**src/hw/sbl_params.svh**
```systemverilog
// timing counts and widths for the bank command legality block
`ifndef SBL_PARAMS_SVH
`define SBL_PARAMS_SVH
`define SBL_NBANK     4
`define SBL_CNT_W     8
`define SBL_T_CLK_PS  5000
// precharge, activate-to-access, refresh, mode load, write recovery
`define SBL_T_RP_NS   15
`define SBL_T_RCD_NS  15
`define SBL_T_RFC_NS  72
`define SBL_T_MRD_NS  10
`define SBL_T_WR_NS   15
// least times round up to whole clock cycles
`define SBL_CYC(ns) (((ns) * 1000 + `SBL_T_CLK_PS - 1) / `SBL_T_CLK_PS)
`define SBL_RP_CYC   8'(`SBL_CYC(`SBL_T_RP_NS))
`define SBL_RCD_CYC  8'(`SBL_CYC(`SBL_T_RCD_NS))
`define SBL_RFC_CYC  8'(`SBL_CYC(`SBL_T_RFC_NS))
`define SBL_MRD_CYC  8'(`SBL_CYC(`SBL_T_MRD_NS))
`define SBL_WR_CYC   8'(`SBL_CYC(`SBL_T_WR_NS))
// burst length 4 takes two clocks of data
`define SBL_BURST_CYC 8'h02
`endif

```
**src/hw/sbl_pkg.sv**
```systemverilog
// types shared by the bank command legality block
package sbl_pkg;
  // decoded command on the bus
  typedef enum logic [3:0] {
    CMD_NOP  = 4'h0,
    CMD_ACT  = 4'h1,
    CMD_RD   = 4'h2,
    CMD_WR   = 4'h3,
    CMD_PRE  = 4'h4,
    CMD_PREA = 4'h5,
    CMD_BST  = 4'h6,
    CMD_REF  = 4'h7,
    CMD_LMR  = 4'h8
  } sbl_cmd_t;
  // per-bank state, one-hot
  typedef enum logic [7:0] {
    BK_IDLE   = 8'h01,
    BK_ACTING = 8'h02,
    BK_ACTIVE = 8'h04,
    BK_READ   = 8'h08,
    BK_WRITE  = 8'h10,
    BK_RDAP   = 8'h20,
    BK_WRAP   = 8'h40,
    BK_PRECH  = 8'h80
  } sbl_bank_st_t;
  // device-wide state, one-hot
  typedef enum logic [3:0] {
    GL_RUN  = 4'h1,
    GL_REF  = 4'h2,
    GL_MRD  = 4'h4,
    GL_PALL = 4'h8
  } sbl_glob_st_t;
  // command bus pins as sampled
  typedef struct packed {
    logic       cs_n;
    logic       ras_n;
    logic       cas_n;
    logic       we_n;
    logic [1:0] ba;
    logic       ap;
  } sbl_bus_t;
  // bank tracker state
  typedef struct packed {
    sbl_bank_st_t st;
    logic [7:0]   cnt;
  } sbl_bank_t;
endpackage : sbl_pkg

```
**src/hw/sbl_bank.sv**
```systemverilog
// one bank's state and timing tracker
`timescale 1ns/10ps
`include "sbl_params.svh"
module sbl_bank
  import sbl_pkg::*;
(
  input  wire logic   clk_sys_i,
  input  wire logic   rst_n_i,
  input  wire logic   go_i,      // legal command accepted this edge
  input  wire logic   hit_i,     // command addresses this bank
  input  wire logic   bst_i,     // burst terminate for this bank
  input  wire logic   wr_blk_i,  // a read burst without auto precharge still runs
  input  sbl_cmd_t    cmd_i,
  input  wire logic   ap_i,
  output sbl_bank_st_t st_o,     // registered state
  output wire logic   ok_o,      // command legal to this bank
  output wire logic   idle_o,    // idle once timers step
  output wire logic   rd_o       // read burst without auto precharge running
);
  sbl_bank_t cur_r;
  sbl_bank_t eff;   // state after this edge's timer step
  sbl_bank_t nxt;
  logic      ok;

  // timer step first, so a window that ends this edge frees the bank
  always_comb begin
    eff = cur_r;
    if (cur_r.cnt != 8'h00) begin
      eff.cnt = cur_r.cnt - 8'h01;
    end else begin
      case (cur_r.st)
        BK_ACTING: eff.st = BK_ACTIVE;
        BK_PRECH:  eff.st = BK_IDLE;
        BK_READ:   eff.st = BK_ACTIVE;
        BK_WRITE:  eff.st = BK_ACTIVE;
        BK_RDAP, BK_WRAP: begin
          // access period over, precharge period follows
          eff.st  = BK_PRECH;
          eff.cnt = `SBL_RP_CYC - 8'h01;
        end
        default: eff.st = cur_r.st;
      endcase
    end
  end

  // same-bank legality on the stepped state
  always_comb begin
    case (eff.st)
      BK_IDLE:   ok = cmd_i inside {CMD_ACT, CMD_PRE, CMD_PREA};
      BK_ACTIVE,
      BK_READ,
      BK_WRITE:  ok = cmd_i inside {CMD_RD, CMD_PRE, CMD_PREA}
                   || (cmd_i == CMD_WR && !wr_blk_i);
      default:   ok = 1'b0;  // busy states take nothing
    endcase
  end

  // apply an accepted command over the stepped state
  always_comb begin
    nxt = eff;
    if (go_i && hit_i) begin
      case (cmd_i)
        CMD_ACT: begin
          nxt.st  = BK_ACTING;
          nxt.cnt = `SBL_RCD_CYC - 8'h01;
        end
        CMD_RD: begin
          // auto precharge bit picks the variant
          nxt.st  = ap_i ? BK_RDAP : BK_READ;
          nxt.cnt = `SBL_BURST_CYC - 8'h01;
        end
        CMD_WR: begin
          nxt.st  = ap_i ? BK_WRAP : BK_WRITE;
          // write recovery counted only with auto precharge
          nxt.cnt = ap_i ? `SBL_BURST_CYC + `SBL_WR_CYC - 8'h01
                         : `SBL_BURST_CYC - 8'h01;
        end
        CMD_PRE, CMD_PREA: begin
          // precharging an idle bank leaves it idle
          if (eff.st != BK_IDLE) begin
            nxt.st  = BK_PRECH;
            nxt.cnt = `SBL_RP_CYC - 8'h01;
          end
        end
        default: nxt = eff;
      endcase
    end else if (go_i && bst_i && eff.st == BK_READ) begin
      nxt.st  = BK_ACTIVE;
      nxt.cnt = 8'h00;
    end
  end

  // state register
  always_ff @(posedge clk_sys_i or negedge rst_n_i) begin
    if (!rst_n_i) begin
      cur_r <= '{st: BK_IDLE, cnt: 8'h00};
    end else begin
      cur_r <= nxt;
    end
  end

  assign st_o   = cur_r.st;
  assign ok_o   = ok;
  assign idle_o = (eff.st == BK_IDLE);
  assign rd_o   = (eff.st == BK_READ);
endmodule : sbl_bank

```
**src/hw/sbl_core.sv**
```systemverilog
// command legality and state tracking for a four-bank sdram
// Behaviour
// - check only with clock enable high twice, ready
// - idle only after precharge and tRP
// - row active after activate plus tRCD
// - read/write state until burst ends or cut
// - precharging lasts tRP, then idle
// - activating lasts tRCD, then row active
// - auto precharge access busy until tRP, idle
// - refresh lasts tRFC, then all idle
// - mode register load lasts tMRD
// - precharge-all lasts tRP, all idle
// - burst terminate cuts latest read without auto precharge
// - read/write both variants via auto precharge bit
// - idle bank n: other banks by own state
// - busy bank n: other banks by own state; here a read burst without auto precharge in bank n blocks writes to every bank
// - command encoding on select, ras, cas, we
// - auto precharge splits access, precharge period
// - write auto precharge waits write recovery
// - auto precharge bank lets others proceed
`timescale 1ns/10ps
`include "sbl_params.svh"
module sbl_core
  import sbl_pkg::*;
(
  input  wire logic          clk_sys_i,
  input  wire logic          rst_n_i,
  input  wire logic          cke_i,      // clock enable pin
  input  wire logic          ready_i,    // exit period or init done
  input  sbl_bus_t           bus_i,      // command pins
  output logic               cmd_ok_o,   // executable command taken
  output logic               cmd_err_o,  // illegal command seen
  output logic               all_idle_o, // every bank idle
  output sbl_glob_st_t       glob_st_o,  // device-wide state
  output sbl_bank_st_t [3:0] bank_st_o   // per-bank state
);
  // whole module state
  typedef struct packed {
    logic               cke_q;
    sbl_glob_st_t       gst;
    logic [7:0]         gcnt;
    logic [1:0]         last_rd;
    logic               last_vld;
    logic               ok;
    logic               err;
    logic               idle;
    sbl_glob_st_t       gst_o;
    sbl_bank_st_t [3:0] bst_o;
  } sbl_core_t;

  sbl_core_t          cur_r;
  sbl_core_t          cur_nxt;
  sbl_cmd_t           cmd;       // decoded command
  logic               chk;       // legality window open
  logic               go;        // legal command accepted
  logic               legal;
  logic               exec;      // command does something
  sbl_glob_st_t       g_eff;     // global state after timer step
  logic [7:0]         g_cnt_eff;
  logic [3:0]         b_ok;
  logic [3:0]         b_idle;
  logic [3:0]         b_rd;
  logic [3:0]         b_hit;
  logic [3:0]         b_bst;
  sbl_bank_st_t [3:0] b_st;

  // pin decode; deselect and nop keep the previous operation
  always_comb begin
    if (bus_i.cs_n) begin
      cmd = CMD_NOP;
    end else begin
      case ({bus_i.ras_n, bus_i.cas_n, bus_i.we_n})
        3'h7:    cmd = CMD_NOP;
        3'h3:    cmd = CMD_ACT;
        3'h5:    cmd = CMD_RD;
        3'h4:    cmd = CMD_WR;
        3'h2:    cmd = bus_i.ap ? CMD_PREA : CMD_PRE;
        3'h6:    cmd = CMD_BST;
        3'h1:    cmd = CMD_REF;
        default: cmd = CMD_LMR;
      endcase
    end
  end

  // the table holds only with clock enable high on both edges
  assign chk  = cke_i && cur_r.cke_q && ready_i;
  assign exec = (cmd != CMD_NOP);

  // global timer step, same ordering as the banks
  always_comb begin
    g_eff     = cur_r.gst;
    g_cnt_eff = cur_r.gcnt;
    if (cur_r.gcnt != 8'h00) begin
      g_cnt_eff = cur_r.gcnt - 8'h01;
    end else begin
      g_eff = GL_RUN;
    end
  end

  // legality: per-bank for bank commands, global for the rest
  always_comb begin
    case (cmd)
      CMD_NOP:  legal = 1'b1;
      CMD_ACT,
      CMD_RD,
      CMD_WR,
      CMD_PRE:  legal = b_ok[bus_i.ba];
      CMD_PREA: legal = &b_ok;
      CMD_BST:  legal = 1'b1;
      CMD_REF,
      CMD_LMR:  legal = &b_idle;
      default:  legal = 1'b0;
    endcase
    // device-wide windows admit no executable command
    if (g_eff != GL_RUN && exec) begin
      legal = 1'b0;
    end
  end

  assign go = chk && legal && exec;

  // bank selection; precharge-all reaches every bank
  always_comb begin
    for (int i = 0; i < `SBL_NBANK; i++) begin
      b_hit[i] = (cmd == CMD_PREA)
              || (cmd inside {CMD_ACT, CMD_RD, CMD_WR, CMD_PRE}
                  && bus_i.ba == 2'(i));
      b_bst[i] = (cmd == CMD_BST) && cur_r.last_vld
              && cur_r.last_rd == 2'(i);
    end
  end

  // one tracker per bank
  for (genvar g = 0; g < `SBL_NBANK; g++) begin : g_bank
    sbl_bank u_bank (
      .clk_sys_i (clk_sys_i),
      .rst_n_i   (rst_n_i),
      .go_i      (go),
      .hit_i     (b_hit[g]),
      .bst_i     (b_bst[g]),
      .wr_blk_i  (|b_rd),
      .cmd_i     (cmd),
      .ap_i      (bus_i.ap),
      .st_o      (b_st[g]),
      .ok_o      (b_ok[g]),
      .idle_o    (b_idle[g]),
      .rd_o      (b_rd[g])
    );
  end

  // next state of the module
  always_comb begin
    cur_nxt       = cur_r;
    cur_nxt.cke_q = cke_i;
    cur_nxt.gst   = g_eff;
    cur_nxt.gcnt  = g_cnt_eff;
    if (go) begin
      case (cmd)
        CMD_REF: begin
          cur_nxt.gst  = GL_REF;
          cur_nxt.gcnt = `SBL_RFC_CYC - 8'h01;
        end
        CMD_LMR: begin
          cur_nxt.gst  = GL_MRD;
          cur_nxt.gcnt = `SBL_MRD_CYC - 8'h01;
        end
        CMD_PREA: begin
          cur_nxt.gst  = GL_PALL;
          cur_nxt.gcnt = `SBL_RP_CYC - 8'h01;
        end
        CMD_RD: begin
          // remember the latest read for burst terminate
          cur_nxt.last_rd  = bus_i.ba;
          cur_nxt.last_vld = !bus_i.ap;
        end
        CMD_BST: cur_nxt.last_vld = 1'b0;
        default: cur_nxt.last_vld = cur_r.last_vld;
      endcase
    end
    // outputs are registered copies, one edge late
    cur_nxt.ok    = go;
    cur_nxt.err   = chk && !legal;
    cur_nxt.idle  = &b_idle;
    cur_nxt.gst_o = cur_r.gst;
    cur_nxt.bst_o = b_st;
  end

  // single register for all module state
  always_ff @(posedge clk_sys_i or negedge rst_n_i) begin
    if (!rst_n_i) begin
      cur_r <= '{cke_q: 1'b0, gst: GL_RUN, gcnt: 8'h00, last_rd: 2'h0,
                 last_vld: 1'b0, ok: 1'b0, err: 1'b0, idle: 1'b1,
                 gst_o: GL_RUN, bst_o: '{default: BK_IDLE}};
    end else begin
      cur_r <= cur_nxt;
    end
  end

  assign cmd_ok_o   = cur_r.ok;
  assign cmd_err_o  = cur_r.err;
  assign all_idle_o = cur_r.idle;
  assign glob_st_o  = cur_r.gst_o;
  assign bank_st_o  = cur_r.bst_o;
endmodule : sbl_core

```
**config.mk**
```make
export PLATFORM = sky130hd
export DESIGN_NAME = sbl_core
export DESIGN_NICKNAME = d
export VERILOG_FILES = /design/src/hw/sbl_pkg.sv /design/src/hw/sbl_bank.sv /design/src/hw/sbl_core.sv
export VERILOG_INCLUDE_DIRS = /design/src /design/src/hw
export SDC_FILE = /design/constraint.sdc
export NUM_CORES = 1
export LEC_CHECK = 0
export ABC_AREA = 1
export ABC_CLOCK_PERIOD_IN_PS = 5150
export BUFFER_PORTS_ARGS = -buffer_cell sky130_fd_sc_hd__buf_2
export CORE_MARGIN = 4
export CORE_UTILIZATION = 50
export CTS_CLUSTER_DIAMETER = 40
export DETAILED_ROUTE_END_ITERATION = 10
export PLACE_DENSITY = 0.69
export SYNTH_ARGS = -nofsm -noshare
export SYNTH_HDL_FRONTEND = slang
export SYNTH_SLANG_ARGS = --single-unit
```
**constraint.sdc**
```tcl
create_clock -name clk_sys_i -period 5.15 [get_ports clk_sys_i]
set_clock_uncertainty 0.2 [all_clocks]
set_input_delay 0.515 -clock clk_sys_i [delete_from_list [all_inputs] [get_ports clk_sys_i]]
set_output_delay 0.515 -clock clk_sys_i [all_outputs]
set_load 0.005 [all_outputs]
```
---- Yosys cells after proc, flatten, opt, wreduce, memory -nomap -nowiden ----
Index checks and enable logic that the tools add are counted.
word-level totals
  register bits ........................... 119
  input bits .............................. 11
  output and inout port bits .............. 39
  word-level logic and storage cells ...... 215
cells by class
  add/subtract/negate cells ............... 5
  $lt $le $gt $ge ......................... 1
  equal/unequal tests ..................... 66
  mux-type cells .......................... 52
  reductions and logical operators ........ 70
operators by type and width
  cell                                                                   number
  16-bit case mux with 4 select lines                                    4
  16-bit two-way mux                                                     12
  8-bit two-way mux                                                      13
  8-bit case mux with 3 select lines                                     4
  8-bit by 4-bit equality test with 1-bit output, second input constant  8
  8-bit by 5-bit equality test with 1-bit output, second input constant  8
  8-bit nonzero test                                                     5
  8-bit by 1-bit subtractor with 8-bit output, second input constant     5
  12-bit case mux with 3 select lines                                    1
  8-bit by 1-bit equality test with 1-bit output, second input constant  4
  8-bit by 2-bit equality test with 1-bit output, second input constant  4
  8-bit by 3-bit equality test with 1-bit output, second input constant  4
  8-bit by 6-bit equality test with 1-bit output, second input constant  4
  8-bit by 7-bit equality test with 1-bit output, second input constant  4
  8-bit equality test, second input constant                             4
  8-bit by 1-bit != test with 1-bit output, second input constant        4
  1-bit logical AND                                                      28
  4-bit case mux with 7 select lines                                     1
  3-bit OR reduction                                                     8
  4-bit by 3-bit equality test with 1-bit output, second input constant  4
  15-bit two-way mux                                                     1
  2-bit OR reduction                                                     7
  3-bit equality test, second input constant                             4
  1-bit case mux with 2 select lines                                     5
  27 further kinds                                                       48

---- Logic depth before layout (Yosys ltp) ----
Gate-level depths: netlist of the first run.
  depth after elaboration ................. 20
  mapped depth ............................ 27
  depth with buffers taken out ............ 27

---- Modules after synthesis ----
Synthesis of the first run repeated with hierarchy kept, for this count alone.
unflattened totals
  cell total of the unflattened synthesis .. 1042
  area total of the unflattened synthesis .. 7997.7 um2
by module, submodules not included
  module    times used  cells an instance  area each (um2)  sequential area each (um2)
  sbl_bank  4           195                1373.8           401.6
  sbl_core  1           262                2502.4           1385.1

---- Worst setup path before layout of the first run ----
OpenSTA, ideal clock, no wires.
  kind .................................... reg-to-reg
  from .................................... register g_bank[0].u_bank.cur_r[0] in the netlist's numbering
  to ...................................... register g_bank[1].u_bank.cur_r, in the netlist g_bank[1].u_bank.st_o[4]
  library setup time ...................... 0.121 ns
  data arrival time ....................... 2.818 ns
  required time ........................... 4.829 ns
  slack ................................... 2.011 ns
  cell stages (with the launch flop) ...... 24
  path buffers ............................ 2
  clock period less this slack ............ 3.139 ns
  cell sequence ........................... dfrtp_1 > inv_1 > ha_1 > inv_1 > nor2_1 > nand3_2 > nor3_4 > nand2_2 > nand2_1 > inv_2 > nand2_1 > nand2_1 > nor3_2 > nand2_2 > nor4_4 > nand2_1 > nand3b_1 > nor2_2 > nand2_4 > nand4_2 > buf_6 > buf_8 > nand2_1 > o21ai_2
RTL lines
  what                    RTL line        source
  start, declared         sbl_bank.sv:20  sbl_bank_t cur_r;
  start signal, assigned  sbl_bank.sv:96  cur_r <= '{st: BK_IDLE, cnt: 8'h00};
  start signal, assigned  sbl_bank.sv:98  cur_r <= nxt;
  end signal, assigned    sbl_bank.sv:96
  end signal, assigned    sbl_bank.sv:98
  end, declared           sbl_bank.sv:20

==> results of run 1 <==
[cells in the mapped netlist, types with 2 or more instances]
cell	number	area [um^2]
nand3_2	5	50.1
nand2_2	8	50.1
o21a_1	4	30.0
dfrtp_1	108	2700
a21oi_1	48	240
buf_8	2	30.0
nand3_1	51	255
clkbuf_1	3	11.3
clkinv_1	3	11.3
xnor2_1	5	43.8
nor3_1	21	105
nor2_2	5	31.3
inv_1	97	364
o21ai_0	34	170
nor2_4	5	56.3
o21ai_2	10	87.6
buf_6	4	45.0
o22ai_2	2	25.0
dfstp_2	11	289
nand4_1	12	75.1
or2_2	9	56.3
nor2_1	136	510
inv_2	6	22.5
buf_4	36	270
xor2_1	18	158
nand2_1	175	657
o211ai_1	2	15.0
a31oi_1	4	25.0
nand4_4	2	42.5
o22ai_1	11	68.8
a21oi_2	10	87.6
nand4_2	2	25.0
o21ai_1	15	75.1
ha_1	6	75.1
[final cells by class]
cell class              instances  area, um^2
clock inverters                11         123
clock buffers                  21         460
multi-input cells             607        3100
well taps                     176         220
flip-flops and latches        119        2990
repair buffers                 51         263
fillers                      1246        5800
inverters                     106         398
[per-stage QoR]
stage | setup slack (ns) | power [uW] | instances | util [%] | hold slack, ns
after detailed placement | 0.708 | 1900 | 1059 | 52.2 | 0.156
after global routing | 0.643 | 3260 | 1091 | 56.6 | 0.0182
after floorplan | 2.01 | 1760 | 878 | - | 0.0194
after global placement | 0.957 | 1890 | 1059 | 52.2 | 0.152
after CTS | 1.13 | 3080 | 1091 | 56.6 | 0.0135
final | 1.07 | 3060 | 1091 | 56.6 | 0.0325
[logic make-up (layout without fill, tap and decap cells)]
logic type               after synthesis  in the layout  share of synthesized area, %
buffers and inverters                152            189                          11.1
AO/OA/AOI/OAI                        141            141                          12.2
adder cells (fa/ha/maj)                6              6                          1.10
XOR/XNOR                              23             23                          2.94
flip-flops                           119            119                          43.7
AND/OR/NAND/NOR                      437            437                          29.0
[worst max-delay path, cell delays in order]
cell      delay (ns)
buf_2           0.13
inv_1           0.08
o21ai_0         0.09
nand2_1         0.08
inv_1           0.05
nand2_1         0.37
inv_1           0.18
nor2_2          0.56
clkinv_1        0.48
nor2_1          0.20
nand2_1         0.07
nand3b_1        0.10
nor2_2          0.05
nand2_4         0.14
nand4_2         0.50
o21ai_2         0.46
nor2_1          0.09
[layer usage]
| metal | GRT usage, % | vias to the layer above |
|---|---|---|
| met5 | 0 | - |
| met1 | 27.1 | 2582 |
| met4 | 6.95 | 0 |
| met2 | 30.2 | 115 |
| li1 | - | 2857 |
| met3 | 5.50 | 29 |
[registers in the layout, indices dropped and copies added (netlist names)]
signal	count
cmd_err_o	1
cmd_ok_o	1
glob_st_o	4
g_bank.u_bank.cur_r	32
bank_st_o	32
all_idle_o	1
cur_r	12
cur_nxt	4
g_bank.u_bank.st_o	32
[layout by cell type, fill, tap and decap left out, types with 6 or more instances in the layout]
cell type,Yosys,final
nand2_2,8,8
o22ai_1,11,11
inv_2,6,6
clkbuf_16,0,17
dfrtp_1,108,108
o21ai_0,34,34
a21oi_1,48,48
xor2_1,18,18
o21ai_1,15,15
nand4_1,12,12
nor3_1,21,21
inv_1,97,97
nor2_1,136,136
dfstp_2,11,11
ha_1,6,6
nand2_1,175,175
nand3_1,51,51
buf_2,1,48
o21ai_2,10,10
or2_2,9,9
a21oi_2,10,10
[power groups by stage]
stage	registers [uW]	logic [uW]	clock network, uW
floorplan	1260	506	0
global placement	1290	600	0
detailed placement	1290	614	0
CTS	1280	619	1190
global route	1300	724	1230
finish	1280	615	1160
[worst max path at each step]
stage,end,slack (ns),cells past startpoint
6_report,g_bank[1].u_bank.cur_r[6],1.07,17
5_1_grt,g_bank[1].u_bank.cur_r[6],0.64,17
4_1_cts,g_bank[1].u_bank.cur_r[6],1.13,21
3_5_place_dp,g_bank[1].u_bank.cur_r[6],0.71,17
3_3_place_gp,g_bank[1].u_bank.cur_r[6],0.96,17
2_1_floorplan,g_bank[1].u_bank.st_o[4],2.01,23
==> impl_metrics.toml, run 1 <==
[synthesis]
async_flop_share_pct = 100
ys_warn_count = 0
ys_ff_latch = 119
syn-instance-count = 878
synth_fp_nets = 895
ys_types = 42
seq_area_frac_synth_pct = 43.7
synth_edf_count = 0
synthFlopType = "dfrtp_1"
syn-cell-area_um2 = 6850
syn_avg_cell_area_um2 = 7.80

[floorplanning]
design.core.area_um2 = 13300
die_area_um2 = 15600
io-pin-count = 50
initial_utilization_pct = 51.3
dieHeight_um = 125
die_w_um = 125
num_rows = 42

[routing]
viasPerCell = 5.12
wl_per_cell_um = 13.6
routed-wl-met3_um = 651
dr_wl_met2_um = 6730
wl_met1_um = 7190
drtPass1Iterations = 5
vias = 5583
ant_nets = 0
drc_errors = 0
dr.max_layer_used = "met4"
drt_iter0_markers = 508
routed_wirelength_um = 14900

[pwr]
p_sw_uw = 943
combPwrFrac_pct = 20.1
seq_power_share_pct = 41.8
p_clk_share_pct = 38.1
leakagePower_uw = 0.00363
p_int_uw = 2110
ir_drop_uv = 276
powerDensity_nw_per_um2 = 405
power_switching_share_pct = 30.9

[global_route]
grt_max_degree = 81
grt_pass1_wl_um = 25000
grt_pass1_vias = 5327
overflow = 0
antenna_found_initial = 0
track_usage_pct = 19.7

[timing]
tns_ns = 0
setup-violations-final = 0
worst_pin_slew_ns = 1.00
rsz0062_at_grt = "no"
slew_headroom_pct = 33.1
drv_slew = 0
finalHoldViolations = 0
fmax_mhz = 245
period_share_pct = 79.1
finalCriticalPeriod_ns = 4.08

[clock_network]
clk_latency_ns = 0.43
post_cts_resized = 0
clock-sinks = 119
h-tree-depth = 4
clk_pin_slew_ns = 0.05
cts_tree = "yes"
cts_setup_buffers = 0
cts_root_buf = "clkbuf_16"
cts_buffers = 17
cts_hold_buf = 0
clock_path_buffers = 2

[hold_path]
hold_class = "input port to asynchronous set/reset pin"

[run_status]
run_status = "finished clean"

[setup_path]
cp_data_arrival_time_ns = 4.17
cp-start-kind = "input port"
r2r-start = "g_bank[0].u_bank.cur_r[0]"
critical_path.startpoint = "bus_i[4]"
reg2reg_depth = 21
critical_path.endpoint_type = "flop"
r2r-end = "g_bank[1].u_bank.cur_r[6]"
worstPathMaxFanout = 20
crit_required_ns = 5.25
r2r_setup_slack_ns = 1.09
critical_path_class = "input port to flop"

[placement]
hpwl_um = 10700
placed_cell_area_um2 = 6970
gp_congestion = 0.875
io_buffers = 49

[job]
drv_cap = 0

[layout]
n_antenna_cell = 0
fin_area_um2 = 7550
synthToLayoutAreaGrowth_pct = 10.3
fin_nets = 919
layout-drive-gt1-share_pct = 17.5
Note: power is estimated with default switching activity, not from simulation.
==> run 2, diff against run 1 <==
ABC_CLOCK_PERIOD_IN_PS = 3300   (was 5150)
PLACE_DENSITY = 0.72   (was 0.69)
clock period = 3.3 ns   (was 5.15 ns; I/O delays follow)
==> run 2 against run 1 <==
Effect of this change:
- the flow now finishes with violations (negative setup slack)
- via count grew 12%
- non-clock buffer count grew 108
- clock power is 42% higher
- register-to-register slack worse by 1.3 ns
- power grew 58%
- hold slack gained 0.026 ns
- largest cell class unchanged
- highest routed layer unchanged
==> impl_metrics.toml, run 2 (synthesis gave the netlist of run 1 again) <==
[setup_path]
slowest_delay_ns = 0.41
reg2reg_depth = 26
worstPathMaxFanout = 8
cp-start-kind = "flop"
crit_family = "simple AND/OR/NAND/NOR gates"
r2r_setup_slack_ns = -0.25
crit_required_ns = 3.46
cp_num_cells = 26
critical_path.endpoint_type = "flop"
cp_data_arrival_time_ns = 3.70
worst-path-buf-inv = 5
critical_path_class = "flop to flop"
slowest_stage = "dfrtp_1"

[layout]
fin_nets = 1028
fillers = 1100
layout-drive-gt1-share_pct = 33.0
mostFrequentLayoutCells = "152 x nand2_1, 123 x nor2_1, 105 x dfrtp_1"
multi_input_area_um2 = 3410
n_antenna_cell = 0
synthToLayoutAreaGrowth_pct = 27.4
fin_area_um2 = 8720
final-seq-area_um2 = 3000
mostFrequentLayoutCell = "nand2_1"

[timing]
tns_ns = -10.13
period_share_pct = 107
worst_slack_ns = -0.246
fmax_mhz = 282
timing.hold.ws_ns = 0.0589
finalCriticalPeriod_ns = 3.55
slew_headroom_pct = 61.0
setup-violations-final = 77
rsz0062_at_grt = "yes"
drv_slew = 0
finalHoldViolations = 0
worst_pin_slew_ns = 0.578

[routing]
drt_iter0_markers = 468
viasPerCell = 5.20
drc_errors = 0
drtPass1Iterations = 5
ant_nets = 0
vias = 6236
routed_wirelength_um = 17200
wl_per_cell_um = 14.4

[clock_network]
cts_buffers = 17
clk_latency_ns = 0.43
cts_tree = "yes"
cts_root_buf = "clkbuf_16"
clock-sinks = 119
clk_pin_slew_ns = 0.06
clock_path_buffers = 2
h-tree-depth = 4

[global_route]
grt_max_degree = 53
track_usage_pct = 21.4
antenna_found_initial = 0
grt_pass1_vias = 5946
overflow = 0
grt_pass1_wl_um = 27300

[floorplanning]
initial_utilization_pct = 51.3
io-pin-count = 50
dieHeight_um = 125
num_rows = 42
design.core.area_um2 = 13300
die_area_um2 = 15600
die_w_um = 125

[pwr]
ir_drop_uv = 335
powerDensity_nw_per_um2 = 552
leakagePower_uw = 0.00425

[placement]
gp_congestion = 0.956
hpwl_um = 11300
pre_cts_ws_ns = -0.143
placed_cell_area_um2 = 7490
io_buffers = 49

[run_status]
run_status = "finished with violations"
failed_checks = "negative setup slack"

[hold_path]
hold_class = "input port to flop"
hold-path-cell-count = 3

[job]
drv_cap = 0
[run 2: worst register-to-register path, stage by stage (launching register included)]
cell	delay (ns)
dfrtp_1	0.41
inv_2	0.11
ha_4	0.14
inv_2	0.04
nor2_2	0.08
nand3_2	0.10
nor3_4	0.31
nand2_2	0.11
nand2_2	0.11
inv_4	0.07
nand2_4	0.07
nand2_4	0.05
nor2_4	0.14
nand3_2	0.12
nand3_2	0.12
nand2_4	0.08
nand2_2	0.07
nand2_2	0.07
nand2_1	0.06
nand3b_1	0.08
nor2_2	0.16
nand2_4	0.12
buf_6	0.16
nand4_1	0.12
buf_6	0.15
o21ai_4	0.08
nor2_1	0.14
[run 2: area by class of cell]
cell class	instances	area share, %
clock inverters	9	0.617
clock buffers	23	5.36
repair buffers	159	13.5
inverters	106	4.59
flip-flops and latches	119	34.3
multi-input cells	608	39.1
well taps	176	2.52
[run 2: final timing paths]
| check | from | endpoint |
|---|---|---|
| setup / recovery | g_bank[0].u_bank.cur_r[0] | g_bank[0].u_bank.cur_r[7] |
| hold / removal | bus_i[1] | cur_r[40] |
| setup reg to reg | g_bank[0].u_bank.cur_r[0] | g_bank[0].u_bank.cur_r[7] |
| hold reg to reg | cur_nxt[32] | glob_st_o[0] |
| max in group asynchronous | rst_n_i | bank_st_o[24] |
| min in group asynchronous | rst_n_i | g_bank[2].u_bank.cur_r[2] |
[run 2: per-stage QoR]
stage	util [%]	instances	power, uW
after floorplan	-	878	2750
after global placement	56.1	1127	3020
after detailed placement	56.1	1127	3050
after CTS	62.1	1183	4760
after global routing	65.4	1200	5110
final	65.4	1200	4820
[run 2: what timing repair did]
item,4_1_cts,5_1_grt
gates resized for setup,25,90
hold buffers,4,0
pin swaps,7,32
setup endpoints to repair,70,80
cloned,1,1
hold endpoints to repair,35,0
buffers inserted,19,16
[run 2: layer usage]
layer  vias up  share of wire (%)  GRT usage [%]
met4         0                2.3           8.48
met3        33                5.0           5.20
met5         -                  0              0
met1      2977                 43           27.3
li1       3085                  -              -
met2       141                 49           35.2
[run 2: power breakdown]
part | internal (uW) | total [uW] | switching, uW
Clock | 987 | 1650 | 659
Sequential | 1760 | 2000 | 240
Combinational | 503 | 1170 | 670
